### src/wdt_pkg.sv
// Shared constants and carrier types for the watchdog timer core
package wdt_pkg;
    // Counter geometry and reload values
    localparam int          CNT_W         = 15;
    localparam logic [14:0] RELOAD_NORMAL = 15'h7FFF;
    localparam logic [14:0] RELOAD_SEL0   = 15'h03FF;
    localparam logic [14:0] RELOAD_SEL1   = 15'h0FFF;
    localparam logic [14:0] RELOAD_SEL2   = 15'h1FFF;
    localparam logic [14:0] RELOAD_SEL3   = 15'h3FFF;
    localparam logic [14:0] CNT_ZERO      = 15'h0000;
    // Prescaler width, terminal counts (divide ratio minus one) and reset value
    localparam int          PRE_W         = 7;
    localparam logic [6:0]  PRE_TC_16     = 7'h0F;
    localparam logic [6:0]  PRE_TC_128    = 7'h7F;
    localparam logic [6:0]  PRE_TC_2      = 7'h01;
    localparam logic [6:0]  PRE_RST       = 7'h00;
    // Refresh register data codes
    localparam logic [7:0]  REFRESH_FIRST  = 8'h00;
    localparam logic [7:0]  REFRESH_SECOND = 8'hFF;
    // Refresh window selection codes
    localparam logic [1:0]  WIN_25  = 2'h0;
    localparam logic [1:0]  WIN_50  = 2'h1;
    localparam logic [1:0]  WIN_75  = 2'h2;
    localparam logic [1:0]  WIN_100 = 2'h3;

    // Run state of the counter
    typedef enum logic {
        ST_IDLE  = 1'b0,
        ST_COUNT = 1'b1
    } wdt_state_e;

    // Nonvolatile option bits, sampled while reset is held
    typedef struct packed {
        logic       start_select_option;           // 0: auto start, 1: wait for start trigger
        logic       after_reset_protection_option; // 0: protection on after reset
        logic [1:0] initial_value_sel;             // {hi, lo} reload in protection mode
        logic [1:0] refresh_window_sel;            // {hi, lo} refresh window
    } wdt_opt_s;

    // Software write strobes with their data
    typedef struct packed {
        logic       refresh_wr;       // Write to refresh_register
        logic [7:0] refresh_data;
        logic       start_wr;         // Write to start_trigger_register
        logic       prot_wr;          // Write to protection_mode_register
        logic       prot_data;        // Value written to protection_mode_bit
        logic       flag_wr;          // Write to watchdog_detect_flag
        logic       flag_data;
    } wdt_wr_s;
endpackage

### src/wdt_core.sv
// Watchdog timer core: counter, refresh, start, protection and underflow action
//
// Contract
// - 15-bit counter decrements per prescaled tick, or per oscillator pulse when protected
// - CPU clock, or dedicated oscillator when protected
// - Option chooses auto start or start trigger
// - Unprotected counting halts in stop/wait, and in EW1 unless flash suspended
// - Reload on 00h-FFh refresh, reset, underflow
// - Reload 7FFFh, or selected value when protected
// - Underflow gives interrupt or reset; protected forces reset
// - Prescaler divides by 16 or 128
// - Sub clock forces divide by 2
// - Protection from option or runtime bit
// - Window field selects refresh acceptance portion
// - Underflow sets flag; write 0 clears
// - Protection bit set by 0-then-1, sticky
// - Protection starts oscillator, forces reset action
// - Refresh accepted only inside window
`timescale 1ns/10ps
module wdt_core
    import wdt_pkg::*;
(
    // Clock and reset
    input  wire logic        clk_sys,
    input  wire logic        srst,
    // Options and software writes
    input  wire wdt_opt_s    opt,
    input  wire wdt_wr_s     wr,
    // Configuration levels
    input  wire logic        prescaler_select_bit,    // Control register select
    input  wire logic        system_clock_select_bit, // Clock mode register 0 select
    input  wire logic        underflow_reset_sel,     // 1: reset, 0: interrupt
    // Count source and halt conditions
    input  wire logic        dedicated_osc_clock,     // One-cycle pulse per oscillator period
    input  wire logic        stop_mode,
    input  wire logic        wait_mode,
    input  wire logic        erase_write_mode_one,    // Flash command running in EW1
    input  wire logic        flash_suspend,
    // Status outputs
    output logic [14:0]      count,
    output logic             running,
    output logic             watchdog_detect_flag,
    output logic             protection_mode_bit,
    output logic             osc_enable,
    output logic             wdt_irq,                 // One-cycle pulse
    output logic             wdt_reset_req            // One-cycle pulse
);
    // Counter and run state
    logic [14:0] cnt_reg, cnt_next;
    wdt_state_e  st_reg, st_next;
    // Refresh sequence and protection arming
    logic        ref_arm_reg, ref_arm_next;   // Last refresh write was 00h
    logic        prot_arm_reg, prot_arm_next; // Last protection write was 0
    logic        prot_bit_reg, prot_bit_next; // Runtime protection bit
    // Status and event outputs
    logic        flag_reg, flag_next;
    logic        irq_reg, irq_next;
    logic        rst_reg, rst_next;
    logic        osc_reg, osc_next;
    // Options caught during reset
    wdt_opt_s    opt_reg;
    // Derived terms
    logic        prot;        // Protection in force
    logic        halted;      // Counting stopped by a low-power or flash state
    logic        pre_tick;    // Prescaled CPU tick
    logic        dec;         // Counter steps this cycle
    logic        underflow;
    logic        refresh_ok;
    logic        in_window;
    logic [14:0] reload;
    logic [14:0] win_thr;

    // Protection from strap (active low) or runtime bit
    assign prot = ~opt_reg.after_reset_protection_option | prot_bit_reg;

    // Prescaler runs on every CPU clock while unprotected, counting and not halted
    wdt_prescaler u_pre (
        .clk_sys                 (clk_sys),
        .srst                    (srst),
        .src_tick                (~prot & (st_reg == ST_COUNT) & ~halted),
        .prescaler_select_bit    (prescaler_select_bit),
        .system_clock_select_bit (system_clock_select_bit),
        .pre_tick                (pre_tick)
    );

    // Reload value and refresh window threshold
    always_comb begin
        reload = RELOAD_NORMAL;
        if (prot) begin
            case (opt_reg.initial_value_sel)
                2'h0:    reload = RELOAD_SEL0;
                2'h1:    reload = RELOAD_SEL1;
                2'h2:    reload = RELOAD_SEL2;
                default: reload = RELOAD_SEL3;
            endcase
        end
        // Window is the last part of the period before underflow
        case (opt_reg.refresh_window_sel)
            WIN_25:  win_thr = reload >> 2;
            WIN_50:  win_thr = reload >> 1;
            WIN_75:  win_thr = reload - (reload >> 2);
            default: win_thr = reload;
        endcase
        in_window = (cnt_reg <= win_thr);
    end

    // Halt only unprotected; protected count never stops
    assign halted = ~prot & (stop_mode | wait_mode | (erase_write_mode_one & ~flash_suspend));
    // Count source: prescaled CPU clock or oscillator pulse
    assign dec = (st_reg == ST_COUNT) & (prot ? dedicated_osc_clock : (pre_tick & ~halted));
    assign underflow = dec & (cnt_reg == CNT_ZERO);
    // FFh accepted only directly after 00h and inside the window
    assign refresh_ok = wr.refresh_wr & (wr.refresh_data == REFRESH_SECOND) & ref_arm_reg & in_window;

    // Counter, run state and refresh sequence next values
    always_comb begin
        cnt_next     = cnt_reg;
        st_next      = st_reg;
        ref_arm_next = ref_arm_reg;
        case (st_reg)
            ST_IDLE: begin
                // Start automatically or on trigger write
                if (~opt_reg.start_select_option | wr.start_wr) begin
                    st_next  = ST_COUNT;
                    cnt_next = reload;
                end
            end
            ST_COUNT: begin
                if (underflow | refresh_ok) begin
                    cnt_next = reload;
                end else if (dec) begin
                    cnt_next = cnt_reg - 15'h0001;
                end
            end
            default: st_next = ST_IDLE;
        endcase
        // Any other refresh write breaks the sequence
        if (wr.refresh_wr) begin
            ref_arm_next = (wr.refresh_data == REFRESH_FIRST);
        end
    end

    // Protection bit, flag and underflow action next values
    always_comb begin
        prot_arm_next = prot_arm_reg;
        prot_bit_next = prot_bit_reg;
        flag_next     = flag_reg;
        if (wr.prot_wr) begin
            // Write 1 counts only right after a write of 0; never cleared
            if (wr.prot_data & prot_arm_reg) begin
                prot_bit_next = 1'b1;
            end
            prot_arm_next = ~wr.prot_data;
        end
        // Write 0 clears, write 1 ignored; underflow wins over the clear
        if (wr.flag_wr & ~wr.flag_data) begin
            flag_next = 1'b0;
        end
        if (underflow) begin
            flag_next = 1'b1;
        end
        // Protection forces reset action
        rst_next = underflow & (prot | underflow_reset_sel);
        irq_next = underflow & ~prot & ~underflow_reset_sel;
        osc_next = prot;
    end

    // Registers; options sampled while reset is held
    always_ff @(posedge clk_sys) begin
        if (srst) begin
            opt_reg      <= opt;
            cnt_reg      <= RELOAD_NORMAL;
            st_reg       <= ST_IDLE;
            ref_arm_reg  <= 1'b0;
            prot_arm_reg <= 1'b0;
            prot_bit_reg <= 1'b0;
            flag_reg     <= 1'b0;
            irq_reg      <= 1'b0;
            rst_reg      <= 1'b0;
            osc_reg      <= 1'b0;
        end else begin
            cnt_reg      <= cnt_next;
            st_reg       <= st_next;
            ref_arm_reg  <= ref_arm_next;
            prot_arm_reg <= prot_arm_next;
            prot_bit_reg <= prot_bit_next;
            flag_reg     <= flag_next;
            irq_reg      <= irq_next;
            rst_reg      <= rst_next;
            osc_reg      <= osc_next;
        end
    end

    // Outputs straight from flops
    assign count                = cnt_reg;
    assign running              = (st_reg == ST_COUNT);
    assign watchdog_detect_flag = flag_reg;
    assign protection_mode_bit  = prot_bit_reg;
    assign osc_enable           = osc_reg;
    assign wdt_irq              = irq_reg;
    assign wdt_reset_req        = rst_reg;
endmodule // wdt_core

### src/wdt_prescaler.sv
// Prescaler dividing the CPU-clock count source by 16, 128 or 2
`timescale 1ns/10ps
module wdt_prescaler
    import wdt_pkg::*;
(
    // Clock and reset
    input  wire logic       clk_sys,
    input  wire logic       srst,
    // Control
    input  wire logic       src_tick,                // Count source pulse
    input  wire logic       prescaler_select_bit,    // 0: /16, 1: /128
    input  wire logic       system_clock_select_bit, // 1: sub clock, forces /2
    // Output
    output logic            pre_tick                 // One pulse per divided period
);
    logic [6:0] div_reg;     // Divider count
    logic [6:0] div_next;
    logic       tick_reg;    // Registered output pulse
    logic       tick_next;
    logic [6:0] tc;          // Terminal count in force

    // Divider next state
    always_comb begin
        // Sub clock overrides the select bit
        if (system_clock_select_bit) begin
            tc = PRE_TC_2;
        end else begin
            tc = prescaler_select_bit ? PRE_TC_128 : PRE_TC_16;
        end
        div_next  = div_reg;
        tick_next = 1'b0;
        if (src_tick) begin
            // Wrap at or past terminal; guards a ratio change mid-count
            if (div_reg >= tc) begin
                div_next  = PRE_RST;
                tick_next = 1'b1;
            end else begin
                div_next = div_reg + 7'h01;
            end
        end
    end

    // Divider registers
    always_ff @(posedge clk_sys) begin
        if (srst) begin
            div_reg  <= PRE_RST;
            tick_reg <= 1'b0;
        end else begin
            div_reg  <= div_next;
            tick_reg <= tick_next;
        end
    end

    assign pre_tick = tick_reg;
endmodule // wdt_prescaler
### config.mk
export PLATFORM = sky130hd
export DESIGN_NAME = wdt_core
export DESIGN_NICKNAME = d
export VERILOG_FILES = /design/src/wdt_pkg.sv /design/src/wdt_core.sv /design/src/wdt_prescaler.sv
export SDC_FILE = /design/constraint.sdc
export NUM_CORES = 1
export LEC_CHECK = 0
export BUFFER_PORTS_ARGS = -buffer_cell sky130_fd_sc_hd__buf_2
export CAP_MARGIN = 30
export CORE_UTILIZATION = 49
export DETAILED_ROUTE_END_ITERATION = 8
export GPL_TIMING_DRIVEN = 0
export PLACE_DENSITY = 0.76
export SLEW_MARGIN = 20
export SYNTH_ARGS = -nofsm -noshare
export SYNTH_HDL_FRONTEND = slang
export SYNTH_SLANG_ARGS = --single-unit
### constraint.sdc
create_clock -name clk_sys -period 4 [get_ports clk_sys]
set_input_delay 0 -clock clk_sys [delete_from_list [all_inputs] [get_ports clk_sys]]
set_output_delay 0 -clock clk_sys [all_outputs]
set_load 0.005 [all_outputs]
* Word-level counts from Yosys, hierarchy flattened *
Index checks and enable logic that the tools add are counted.
Widths: inputs -> output; s select.

operators by class
  add/sub/neg operators = 3
  multiply operators = 0
  div/mod/pow operators = 0
  order comparisons = 2
  equality and inequality tests = 7
  shift operators = 0
  muxes and demuxes = 16
  bitwise operators = 31
  reduce and logical (&&, ||, !) cells = 8

operators by type and width
  cell                   number
  $mux 15                4
  $pmux 15 s3            1
  $pmux 14 s3            1
  $pmux 15 s2            1
  $mux 7                 3
  $and 1x1->1            15
  $le 15x15->1           1
  $logic_not 15->1       1
  $sub 15x1->15 const B  1
  $sub 15x13->15         1
  $not 1->1              10
  $eq 8x8->1 const B     1
  $logic_not 8->1        1
  $add 7x1->7 const B    1
  $ge 7x7->1             1
  $mux 1                 6
  $or 1x1->1             6
  $eq 2x1->1 const B     2
  $eq 2x2->1 const B     2
  $logic_not 2->1        2
  $reduce_and 2->1       2
  $ne 3x1->1 const B     1
  $ne 2x2->1 const B     1
  $reduce_bool 2->1      1
  $reduce_or 2->1        1

word-level totals
  flip-flop bits (word level) = 37
  latch bits = 0
  RAM bits = 0
  ROM bits = 0
  input bits = 30
  output and inout bits = 21
  logic and storage cells = 82
  memories kept = 0

* Longest topological paths before layout *
Gate-level depths: netlist of run 1.

  depth in word-level cells = 12
  gate-level depth with buffers = 17

* Modules after synthesis *
From an unflattened synthesis of run 1, not the netlist that was laid out.

second synthesis, totals
  cell total of the unflattened synthesis = 279
  area, all modules = 2432.3 um^2

modules (own cells, without submodules)
  module         times used  cells each  area each (um^2)  seq. area each (um^2)
  wdt_core       1           230         1924.3            640.6
  wdt_prescaler  1           49          508.0             160.2

* Worst setup path after synthesis of run 1 *
OpenSTA, ideal clock, no wires.

  path kind = reg-to-reg
  start = register prot_bit_reg (netlist: protection_mode_bit)
  end = register cnt_reg[12] (netlist: count[12])
  library setup time = 79 ps
  arrival time = 3828 ps
  required time = 3921 ps
  slack = 93 ps
  stages on the path, launching flop included = 17
  clock period less this slack = 3907 ps
  path through = dfxtp_1 -> nand2b_1 -> nand2b_1 -> nor2_1 -> ha_1 -> fa_1 -> a31oi_1 -> o221ai_1 -> ha_1 -> nand4_1 -> or4_1 -> o21ai_0 -> a21oi_1 -> a21oi_1 -> clkbuf_1 -> o21ai_0 -> a22oi_1

on the way
  word-level cells in the longest chain between the ends = 11
  elaborated cells on any way between the ends = 19
  classes of those cells = add/sub (1); order compare (1); eq/ne (1); mux (6); bitwise (9); reduce/logical (1)

ends and longest elaborated chain
  item                                                     line             RTL
  start: declaration                                       wdt_core.sv:54   logic prot_bit_reg, prot_bit_next;
  start signal: assignment                                 wdt_core.sv:186  prot_bit_reg <= prot_bit_next;
  $or 1x1->1 *                                             wdt_core.sv:74   assign prot = ~opt_reg.after_reset_protection_option | prot_bit_reg;
  branches (longest 10 deep; another with $sub 15x13->15)  -
  end signal: assignment                                   wdt_core.sv:182  cnt_reg <= cnt_next;
  end: declaration                                         wdt_core.sv:49   logic [14:0] cnt_reg, cnt_next;

Mark *: on every way between the ends. The select of a mux whose other input is x is not followed.
A chain may end at the register's enable or synchronous reset.

* Worst setup path after layout of run 1 *
  start = register prot_bit_reg (netlist: protection_mode_bit)
  end = register cnt_reg[13] (netlist: count[13])

The elaborated chain is that of the path after synthesis.

==> out/metrics.csv, run 1 <==
metric;value;unit
largest net degree at the start of global routing;13;
FMAX;265;MHz
syn_nets;331;
worst reg2reg path depth;15;
clk_lat worst skew;290;ps
Syn Area/Cell;8.45;µm²
Hold Crit Class;primary input to register;
Max Slew Vio Count;0;
synthesis-stage register bit count;37;
initial core utilization;0.521;
ratio of cells with drive above 1 in the final layout;0.228;
drt drc;2;
Area Growth Syn to Fin;26.9;%
combinational fraction of design power;0.206;
Seq pwr share;0.444;
internal power;0.655;mW
crit path from;protection_mode_bit;
worst stage delay on the critical path;530;ps
tightest hold margin;1.20;ps
Worst Path Required;4180;ps
sequential share of the synthesized area;0.343;
failing checks;DRC;
Hold Vio Cnt, Final;0;
RSZ-0062 raised after global routing;false;
CP Launch Type;register;
Async SR Flop Fraction;0;
Ant. Diodes;0;
vias in the first global route;2185;
Total GRT Usage;0.234;
power per cell area;306;nW/µm²
initial antenna violation count;0;
synth unique cells;46;
ranking of synthesized cells by area;dfxtp_1, ha_1, edfxtp_1, nor2_1, a21oi_1;
fin area;2960;µm²
worst-path cell chain;nand2b_4 -> nand2b_4 -> nor2_2 -> ha_1 -> fa_1 -> a31oi_1 -> o221ai_1 -> ha_1 -> nand4_1 -> or4_1 -> o21ai_1 -> a21oi_2 -> nand2_2 -> mux2_2 -> a211o_1;
clock power share;0.351;
Die H;71.0;µm
post-route ant nets;0;
R2R Path Start;protection_mode_bit;
CP max FO;10;
number of synthesized flops with an enable pin;6;
status;finished with violations;
site row count;24;
CP Class;register to register;
worst setup path endpoint;count[13];
Post-Syn Area;2330;µm²
first-pass GRT wire length;9.38;mm
Via density;5.67;
HPWL after DPL;3.99;mm
maxcap violations;0;
YS warnings;0;
setup violators final;0;
core area;4470;µm²
reg2reg setup slack;220;ps
CP endpoint kind;register;
Worst-Margin Slew;583;ps
Clock Skew;6.88;ps
crit path time final;3780;ps
Clk pin slew, worst setup/hold paths;80;ps
peak supply drop;0.216;mV
post-DR wirelength/cell;13.7;µm
Leak;1.31;nW
gr ovfl total;0;
headroom to the max-slew limit;0.610;
die footprint;5040;µm²
clock root buffer;clkbuf_8;
CP max-delay cell;or4_1;
chip width;71.0;µm
Routed WL;5.53;mm
Max Root-Sink Buffers;2;
Net Switching;0.250;mW
total CTS buffers;5;
CP Data Arrival Time;3960;ps
predominant post-synthesis flop cell;dfxtp_1;
drt pass-1 iters;6;
port bufs;50;
Placed Instance Area;2650;µm²
htree depth;2;
drt initial violations;108;
crit share post-route;0.945;
most frequent cell after synthesis;nor2_1;
sw frac;0.276;
synth cell count leaders;nor2_1, dfxtp_1, ha_1;
share of the synthesized area in the top cell type;0.266;
via count;2287;
fin nets;405;
Synth Instances;276;
FF-to-FF End;count[13];
TritonCTS clock tree;yes;
Yosys top cell by area;dfxtp_1;
setup_tns;0;ps
Final GP Congestion;0.859;
io pins;51;
clk sinks;37;
max FFs per register;15;
## placed cells by master (no fill, tap or decap), drive strengths merged, types with 8 or more instances in the layout
cell type / n
a21o: 8
a21oi: 18
buf: 60
clkbuf: 14
dfxtp: 31
dlygate4sd3: 11
ha: 24
inv: 11
nand2: 24
nand3: 9
nor2: 35
o21ai: 15
## cell type report
type / count / area [µm²]
plain buffers: 11 / 61.3
clock buffers: 7 / 108
clock inverters: 1 / 7.51
fillers: 362 / 1510
inverters: 11 / 41.3
multi-input cells: 217 / 1470
flip-flops and latches: 37 / 801
well taps: 52 / 65.1
repair buffers: 67 / 405
## how the worst min path moves through the flow
stage	to	cells past startpoint	slack (ps)	from
detailed placement	opt_reg[5]	1	180	opt[5]
floorplan	wdt_irq	1	80	underflow_reset_sel
CTS	ref_arm_reg	4	2	wr[11]
global route	ref_arm_reg	4	30	wr[5]
finish	ref_arm_reg	4	1	wr[11]
global placement	opt_reg[2]	1	180	opt[2]
## repair_timing
item / CTS / global route
gates resized for setup: 5 / 8
hold buffers: 11 / 0
buffers inserted: 5 / 1
hold endpoints to repair: 10 / 0
cloned: 0 / 0
pin swaps: 2 / 1
endpoints found under the setup margin: 15 / 15
## power by group through the flow
stage | logic [mW] | clock network, mW | registers [mW]
after floorplan | 0.108 | 0 | 0.408
after global placement | 0.155 | 0 | 0.409
after detailed placement | 0.160 | 0 | 0.410
after CTS | 0.179 | 0.322 | 0.401
after global routing | 0.210 | 0.335 | 0.403
final | 0.186 | 0.317 | 0.402
## worst max-delay path: cells and delay by family (launching register included)
family	cells	cell delay, ps
AOI/OAI and AO/OA	5	920
adders and majority gates	3	960
DFF	1	330
muxes	1	340
and+or+nand+nor	6	1120
## metrics by stage
step | instances | total power [mW] | utilization | setup WS [ps]
finish | 403 | 0.905 | 0.662 | 221
global route | 403 | 0.948 | 0.662 | 21.5
CTS | 402 | 0.902 | 0.655 | 15.1
detailed placement | 378 | 0.570 | 0.592 | -633
global placement | 378 | 0.564 | 0.592 | -600
floorplan | 276 | 0.516 | - | 92.8
## per-layer routing
layer,GRT usage,vias up,wire (µm)
li1,-,1162,-
met1,0.291,1060,2590
met2,0.421,57,2670
met3,0.0342,8,190
met4,0.0644,0,77
met5,0,-,0
## logic make-up (layout without fill, tap and decap cells)
| kind of cell | count (synthesis) | count (layout) | synth area share |
|---|---|---|---|
| buffers and inverters | 22 | 97 | 0.0408 |
| flip-flops | 37 | 37 | 0.343 |
| XOR/XNOR | 7 | 7 | 0.0263 |
| AND/OR/NAND/NOR | 111 | 111 | 0.241 |
| AO/OA/AOI/OAI | 68 | 68 | 0.185 |
| adder cells (fa/ha/maj) | 25 | 25 | 0.137 |
| multiplexers | 6 | 6 | 0.0263 |
(Power assumes the default switching activity.)
==> inputs of run 2 (changes only) <==
--- a/config.mk
+++ b/config.mk
@@ -11,6 +11,7 @@
 export DETAILED_ROUTE_END_ITERATION = 8
 export GPL_TIMING_DRIVEN = 0
 export PLACE_DENSITY = 0.76
+export SKIP_LAST_GASP = 1
 export SLEW_MARGIN = 20
 export SYNTH_ARGS = -nofsm -noshare
 export SYNTH_HDL_FRONTEND = slang
==> constraint.sdc (replaced) <==
create_clock -name clk_sys -period 4 [get_ports clk_sys]
set_input_delay 1.2 -clock clk_sys [delete_from_list [all_inputs] [get_ports clk_sys]]
set_output_delay 1.2 -clock clk_sys [all_outputs]
set_load 0.005 [all_outputs]
==> out/metrics.csv, run 2 (synthesized netlist as in run 1, its figures left out) <==
metric;value;unit;change
status;finished with violations;;
failing checks;DRC;;
die footprint;5040;µm²;unchanged
headroom to the max-slew limit;0.611;;+0.00147
CP Data Arrival Time;3950;ps;about the same
clk_lat worst skew;290;ps;about the same
internal power;0.648;mW;-1.1%
most common cell after layout, fill and taps aside;buf_2;;
fin nets;394;;-2.7%
crit share post-route;0.943;;-0.00185
filler cell count;371;;+2.5%
Area Growth Syn to Fin;22.2;%;
drt drc;2;;unchanged
initial core utilization;0.521;;unchanged
Clock Skew;9.04;ps;+2.16 ps
RSZ-0062 raised after global routing;false;;
setup_tns;0;ps;unchanged
Net Switching;0.250;mW;about the same
Hold Vio Cnt, Final;0;;unchanged
Top delay family on crit path;simple AND/OR/NAND/NOR gates;;
sw frac;0.279;;+0.00223
htree depth;2;;unchanged
reg2reg setup slack;230;ps;about the same
Leak;1.26;nW;-3.6%
peak supply drop;0.218;mV;+0.87%
core area;4470;µm²;unchanged
Total GRT Usage;0.225;;-0.00914
vias in the first global route;2119;;-3.0%
Routed WL;5.31;mm;-3.9%
port bufs;50;;unchanged
drt pass-1 iters;6;;unchanged
chip width;71.0;µm;unchanged
crit path from;protection_mode_bit;;
initial antenna violation count;0;;unchanged
largest net degree at the start of global routing;13;;unchanged
CP Launch Type;register;;
power per cell area;315;nW/µm²;+3.0%
FMAX;265;MHz;+0.20%
tightest hold margin;480;ps;+479 ps
io pins;51;;unchanged
Max Slew Vio Count;0;;unchanged
max FFs per register;15;;unchanged
gr ovfl total;0;;unchanged
TritonCTS clock tree;yes;;
Hold Crit Class;register to register;;
clock root buffer;clkbuf_8;;
Seq pwr share;0.447;;+0.003
clock power share;0.356;;+0.005
combinational fraction of design power;0.197;;-0.009
Clk pin slew, worst setup/hold paths;80;ps;about the same
Die H;71.0;µm;unchanged
total CTS buffers;5;;unchanged
Final GP Congestion;0.859;;unchanged
Ant. Diodes;0;;unchanged
CP endpoint kind;register;;
setup violators final;0;;unchanged
drt initial violations;94;;-13%
first-pass GRT wire length;9.07;mm;-3.4%
via count;2270;;-0.74%
worst-path cell chain;nand2b_4 -> nand2b_4 -> nor2_2 -> ha_1 -> fa_1 -> a31oi_1 -> o221ai_1 -> ha_1 -> nand4_1 -> or4_1 -> o21ai_1 -> a21oi_2 -> nand2_2 -> mux2_2 -> a211o_1;;
maxcap violations;0;;unchanged
HPWL after DPL;3.99;mm;unchanged
Worst-Margin Slew;581;ps;-2.19 ps
Max Root-Sink Buffers;2;;unchanged
CTS Hold Buffers Added;0;;-11
CP Class;register to register;;
site row count;24;;unchanged
CP max-delay cell;or4_1;;
hold_sp;ref_arm_reg;;
post-DR wirelength/cell;13.6;µm;-1.2%
ratio of cells with drive above 1 in the final layout;0.235;;+0.00737
Via density;5.79;;+2.0%
Worst Path Required;4180;ps;about the same
R2R Path Start;protection_mode_bit;;
post-route ant nets;0;;unchanged
worst stage delay on the critical path;530;ps;about the same
most frequent cells in the layout;buf_2, nor2_1, dfxtp_1, ha_1, nand2_1;;
Bufs and invs on worst path;0;;unchanged
CP max FO;10;;unchanged
clk sinks;37;;unchanged
crit path time final;3770;ps;-7.40 ps
[run 2: cell count changes in the layout (fill, tap and decap cells not counted)]
| cell | previous run | this run |
|---|---|---|
| dlygate4sd3_1 | 11 | 0 |
[run 2: area by class of cell]
class	count	area (µm²)	area share
timing repair buffer	56	295	0.104
tap	52	65.1	0.0228
clock inverter	1	7.51	0.00263
multi-input combinational	217	1470	0.516
sequential	37	801	0.281
buffer	11	61.3	0.0215
clock buffer	7	108	0.0378
inverter	11	41.3	0.0145
[run 2: tightest hold or removal path: cells and delay by family (launching register included)]
family	cells	cell delay (ps)
AO/OA/AOI/OAI	1	50
flip-flops	1	320
AND/OR/NAND/NOR	1	60
[run 2: worst paths after layout]
check | cells after the start | to
setup / recovery | 15 | count[13]
hold / removal | 2 | ref_arm_reg
setup reg to reg | 15 | count[13]
hold reg to reg | 2 | ref_arm_reg
[run 2: power by group through the flow]
stage	Clock, mW	Sequential, mW	Combinational (mW)
after floorplan	0	0.408	0.108
after global placement	0	0.409	0.155
after detailed placement	0	0.410	0.160
after CTS	0.322	0.401	0.170
after global routing	0.337	0.403	0.200
final	0.320	0.402	0.177
[run 2: repair_timing]
action	4_1_cts	5_1_grt
setup endpoints to repair	15	15
resized for setup	5	8
pin swaps	2	1
buffers inserted	5	1
[run 2: per-stage QoR]
stage	utilization	setup WS [ps]	area [µm²]	cells	power [mW]
2_1_floorplan	-	92.8	2330	276	0.516
3_3_place_gp	0.592	-600	2650	378	0.564
3_5_place_dp	0.592	-633	2650	378	0.570
4_1_cts	0.630	15.1	2820	391	0.894
5_1_grt	0.637	20.3	2850	392	0.940
6_report	0.637	229	2850	392	0.898
[run 2: routing by layer]
layer	vias up	GRT usage	wire length, µm
met5	-	0	0
met4	0	0.0689	95
met3	12	0.0356	244
met1	1047	0.283	2500
met2	76	0.395	2480
li1	1135	-	-
==> inputs of run 3 (changes only) <==
--- a/config.mk
+++ b/config.mk
@@ -11,6 +11,7 @@
 export DETAILED_ROUTE_END_ITERATION = 8
 export GPL_TIMING_DRIVEN = 0
 export PLACE_DENSITY = 0.76
+export RECOVER_POWER = 100
 export SKIP_LAST_GASP = 1
 export SLEW_MARGIN = 20
 export SYNTH_ARGS = -nofsm -noshare
==> out/metrics.csv, run 3 (synthesized netlist as in run 1, its figures left out) <==
metric;value;unit;change
status;finished with violations;;
failing checks;DRC;;
Hold Crit Depth;2;;unchanged
FF-to-FF End;count[13];;
power per cell area;317;nW/µm²;+0.49%
worst reg2reg path depth;15;;unchanged
reg2reg setup slack;220;ps;about the same
ratio of cells with drive above 1 in the final layout;0.200;;-0.0353
R2R Path Start;protection_mode_bit;;
Clk pin slew, worst setup/hold paths;80;ps;about the same
site row count;24;;unchanged
Area Growth Syn to Fin;21.5;%;
fin nets;394;;unchanged
peak supply drop;0.215;mV;-1.5%
total CTS buffers;5;;unchanged
CP max FO;10;;unchanged
clk sinks;37;;unchanged
Max Root-Sink Buffers;2;;unchanged
CTS Hold Buffers Added;0;;unchanged
setup violators final;0;;unchanged
clk_lat worst skew;290;ps;about the same
Worst-Margin Slew;709;ps;+128 ps
Routed WL;5.32;mm;+0.17%
vias in the first global route;2119;;unchanged
initial antenna violation count;0;;unchanged
port bufs;50;;unchanged
pre-CTS worst setup slack;-633;ps;unchanged
filler cell count;379;;+2.2%
post-route ant nets;0;;unchanged
CP Data Arrival Time;3960;ps;about the same
FMAX;265;MHz;-0.20%
chip width;71.0;µm;unchanged
clock root buffer;clkbuf_8;;
largest net degree at the start of global routing;13;;unchanged
TritonCTS clock tree;yes;;
CP Launch Type;register;;
multi-input logic area;1470;µm²;-0.34%
Max Slew Vio Count;0;;unchanged
most frequent cells in the layout;buf_2, nor2_1, dfxtp_1, ha_1, nand2_1;;
io pins;51;;unchanged
htree depth;2;;unchanged
most common cell after layout, fill and taps aside;buf_2;;
Die H;71.0;µm;unchanged
hold endpoint;ref_arm_reg;;
die footprint;5040;µm²;unchanged
Ant. Diodes;0;;unchanged
CP Class;register to register;;
drt pass-1 iters;6;;unchanged
Total GRT Usage;0.225;;unchanged
first-pass GRT wire length;9.07;mm;unchanged
CP endpoint kind;register;;
Placed Instance Area;2650;µm²;unchanged
max FFs per register;15;;unchanged
Via density;5.71;;-1.3%
fin area;2830;µm²;-0.61%
via count;2240;;-1.3%
maxcap violations;0;;unchanged
Hold Vio Cnt, Final;0;;unchanged
core area;4470;µm²;unchanged
initial core utilization;0.521;;unchanged
HPWL after DPL;3.99;mm;unchanged
Worst Path Required;4180;ps;about the same
RSZ-0062 raised after global routing;false;;
crit path time final;3780;ps;+7.72 ps
gr ovfl total;0;;unchanged
register area;801;µm²;unchanged
Hold Crit Class;register to register;;
drt drc;2;;unchanged
hold_sp;ref_arm_reg;;
Final GP Congestion;0.859;;unchanged
Leak;1.24;nW;-2.2%
crit share post-route;0.945;;+0.00193
post-DR wirelength/cell;13.6;µm;+0.17%
headroom to the max-slew limit;0.527;;-0.0846
drt initial violations;84;;-11%
setup_tns;0;ps;unchanged
Clock Skew;8.61;ps;-0.429 ps
post-route setup slack;221;ps;-7.72 ps
-- run 3: worst max path at each step --
stage | start | end | slack [ps]
floorplan | protection_mode_bit | count[12] | 90
global placement | protection_mode_bit | count[2] | -600
detailed placement | protection_mode_bit | count[12] | -630
CTS | protection_mode_bit | count[3] | 20
global route | protection_mode_bit | count[13] | 20
finish | protection_mode_bit | count[13] | 220
-- run 3: final cells by class --
type	instances	area share
Timing Repair Buffer	56	0.100
Multi-Input combinational cell	217	0.518
Inverter	11	0.0146
Buffer	11	0.0212
Clock buffer	7	0.0380
Tap cell	52	0.0230
Sequential cell	37	0.283
Clock inverter	1	0.00265
-- run 3: critical path, cell delays in order (launching register included) --
cell      delay, ps
dfxtp_1         340
nand2b_4        190
nand2b_4        100
nor2_2           60
ha_1            220
fa_1            400
a31oi_1         190
o221ai_1        130
ha_1            340
nand4_1         110
or4_1           530
o21ai_1         160
a21oi_2         130
nand2_2         120
mux2_2          340
a211o_1         310
-- run 3: repair_timing --
item,4_1_cts,5_1_grt
cloned,0,0
buffers inserted,5,1
resized for setup,5,8
endpoints found under the setup margin,15,15
pin swaps,2,1
-- run 3: metal layers --
metal  track usage  part of all wire  vias to the layer above
li1              -                 -                     1133
met1         0.283              0.47                     1032
met2         0.395              0.48                       67
met3        0.0356             0.045                        8
met4        0.0689             0.012                        0
met5             0                 0                        -
-- run 3: power by group --
part	internal [mW]	switching (mW)	total (mW)	leakage (nW)
sequential	0.390	0.0117	0.402	0.311
clock	0.178	0.142	0.320	0.0556
combinational	0.0788	0.0965	0.175	0.870
total	0.647	0.250	0.897	1.24
-- run 3: per-stage QoR --
stage | total power, mW | utilization | std cells | hold slack (ps)
2_1_floorplan | 0.516 | - | 276 | 450
3_3_place_gp | 0.564 | 0.592 | 378 | 465
3_5_place_dp | 0.570 | 0.592 | 378 | 466
4_1_cts | 0.894 | 0.630 | 391 | 482
5_1_grt | 0.939 | 0.633 | 392 | 504
6_report | 0.897 | 0.633 | 392 | 479
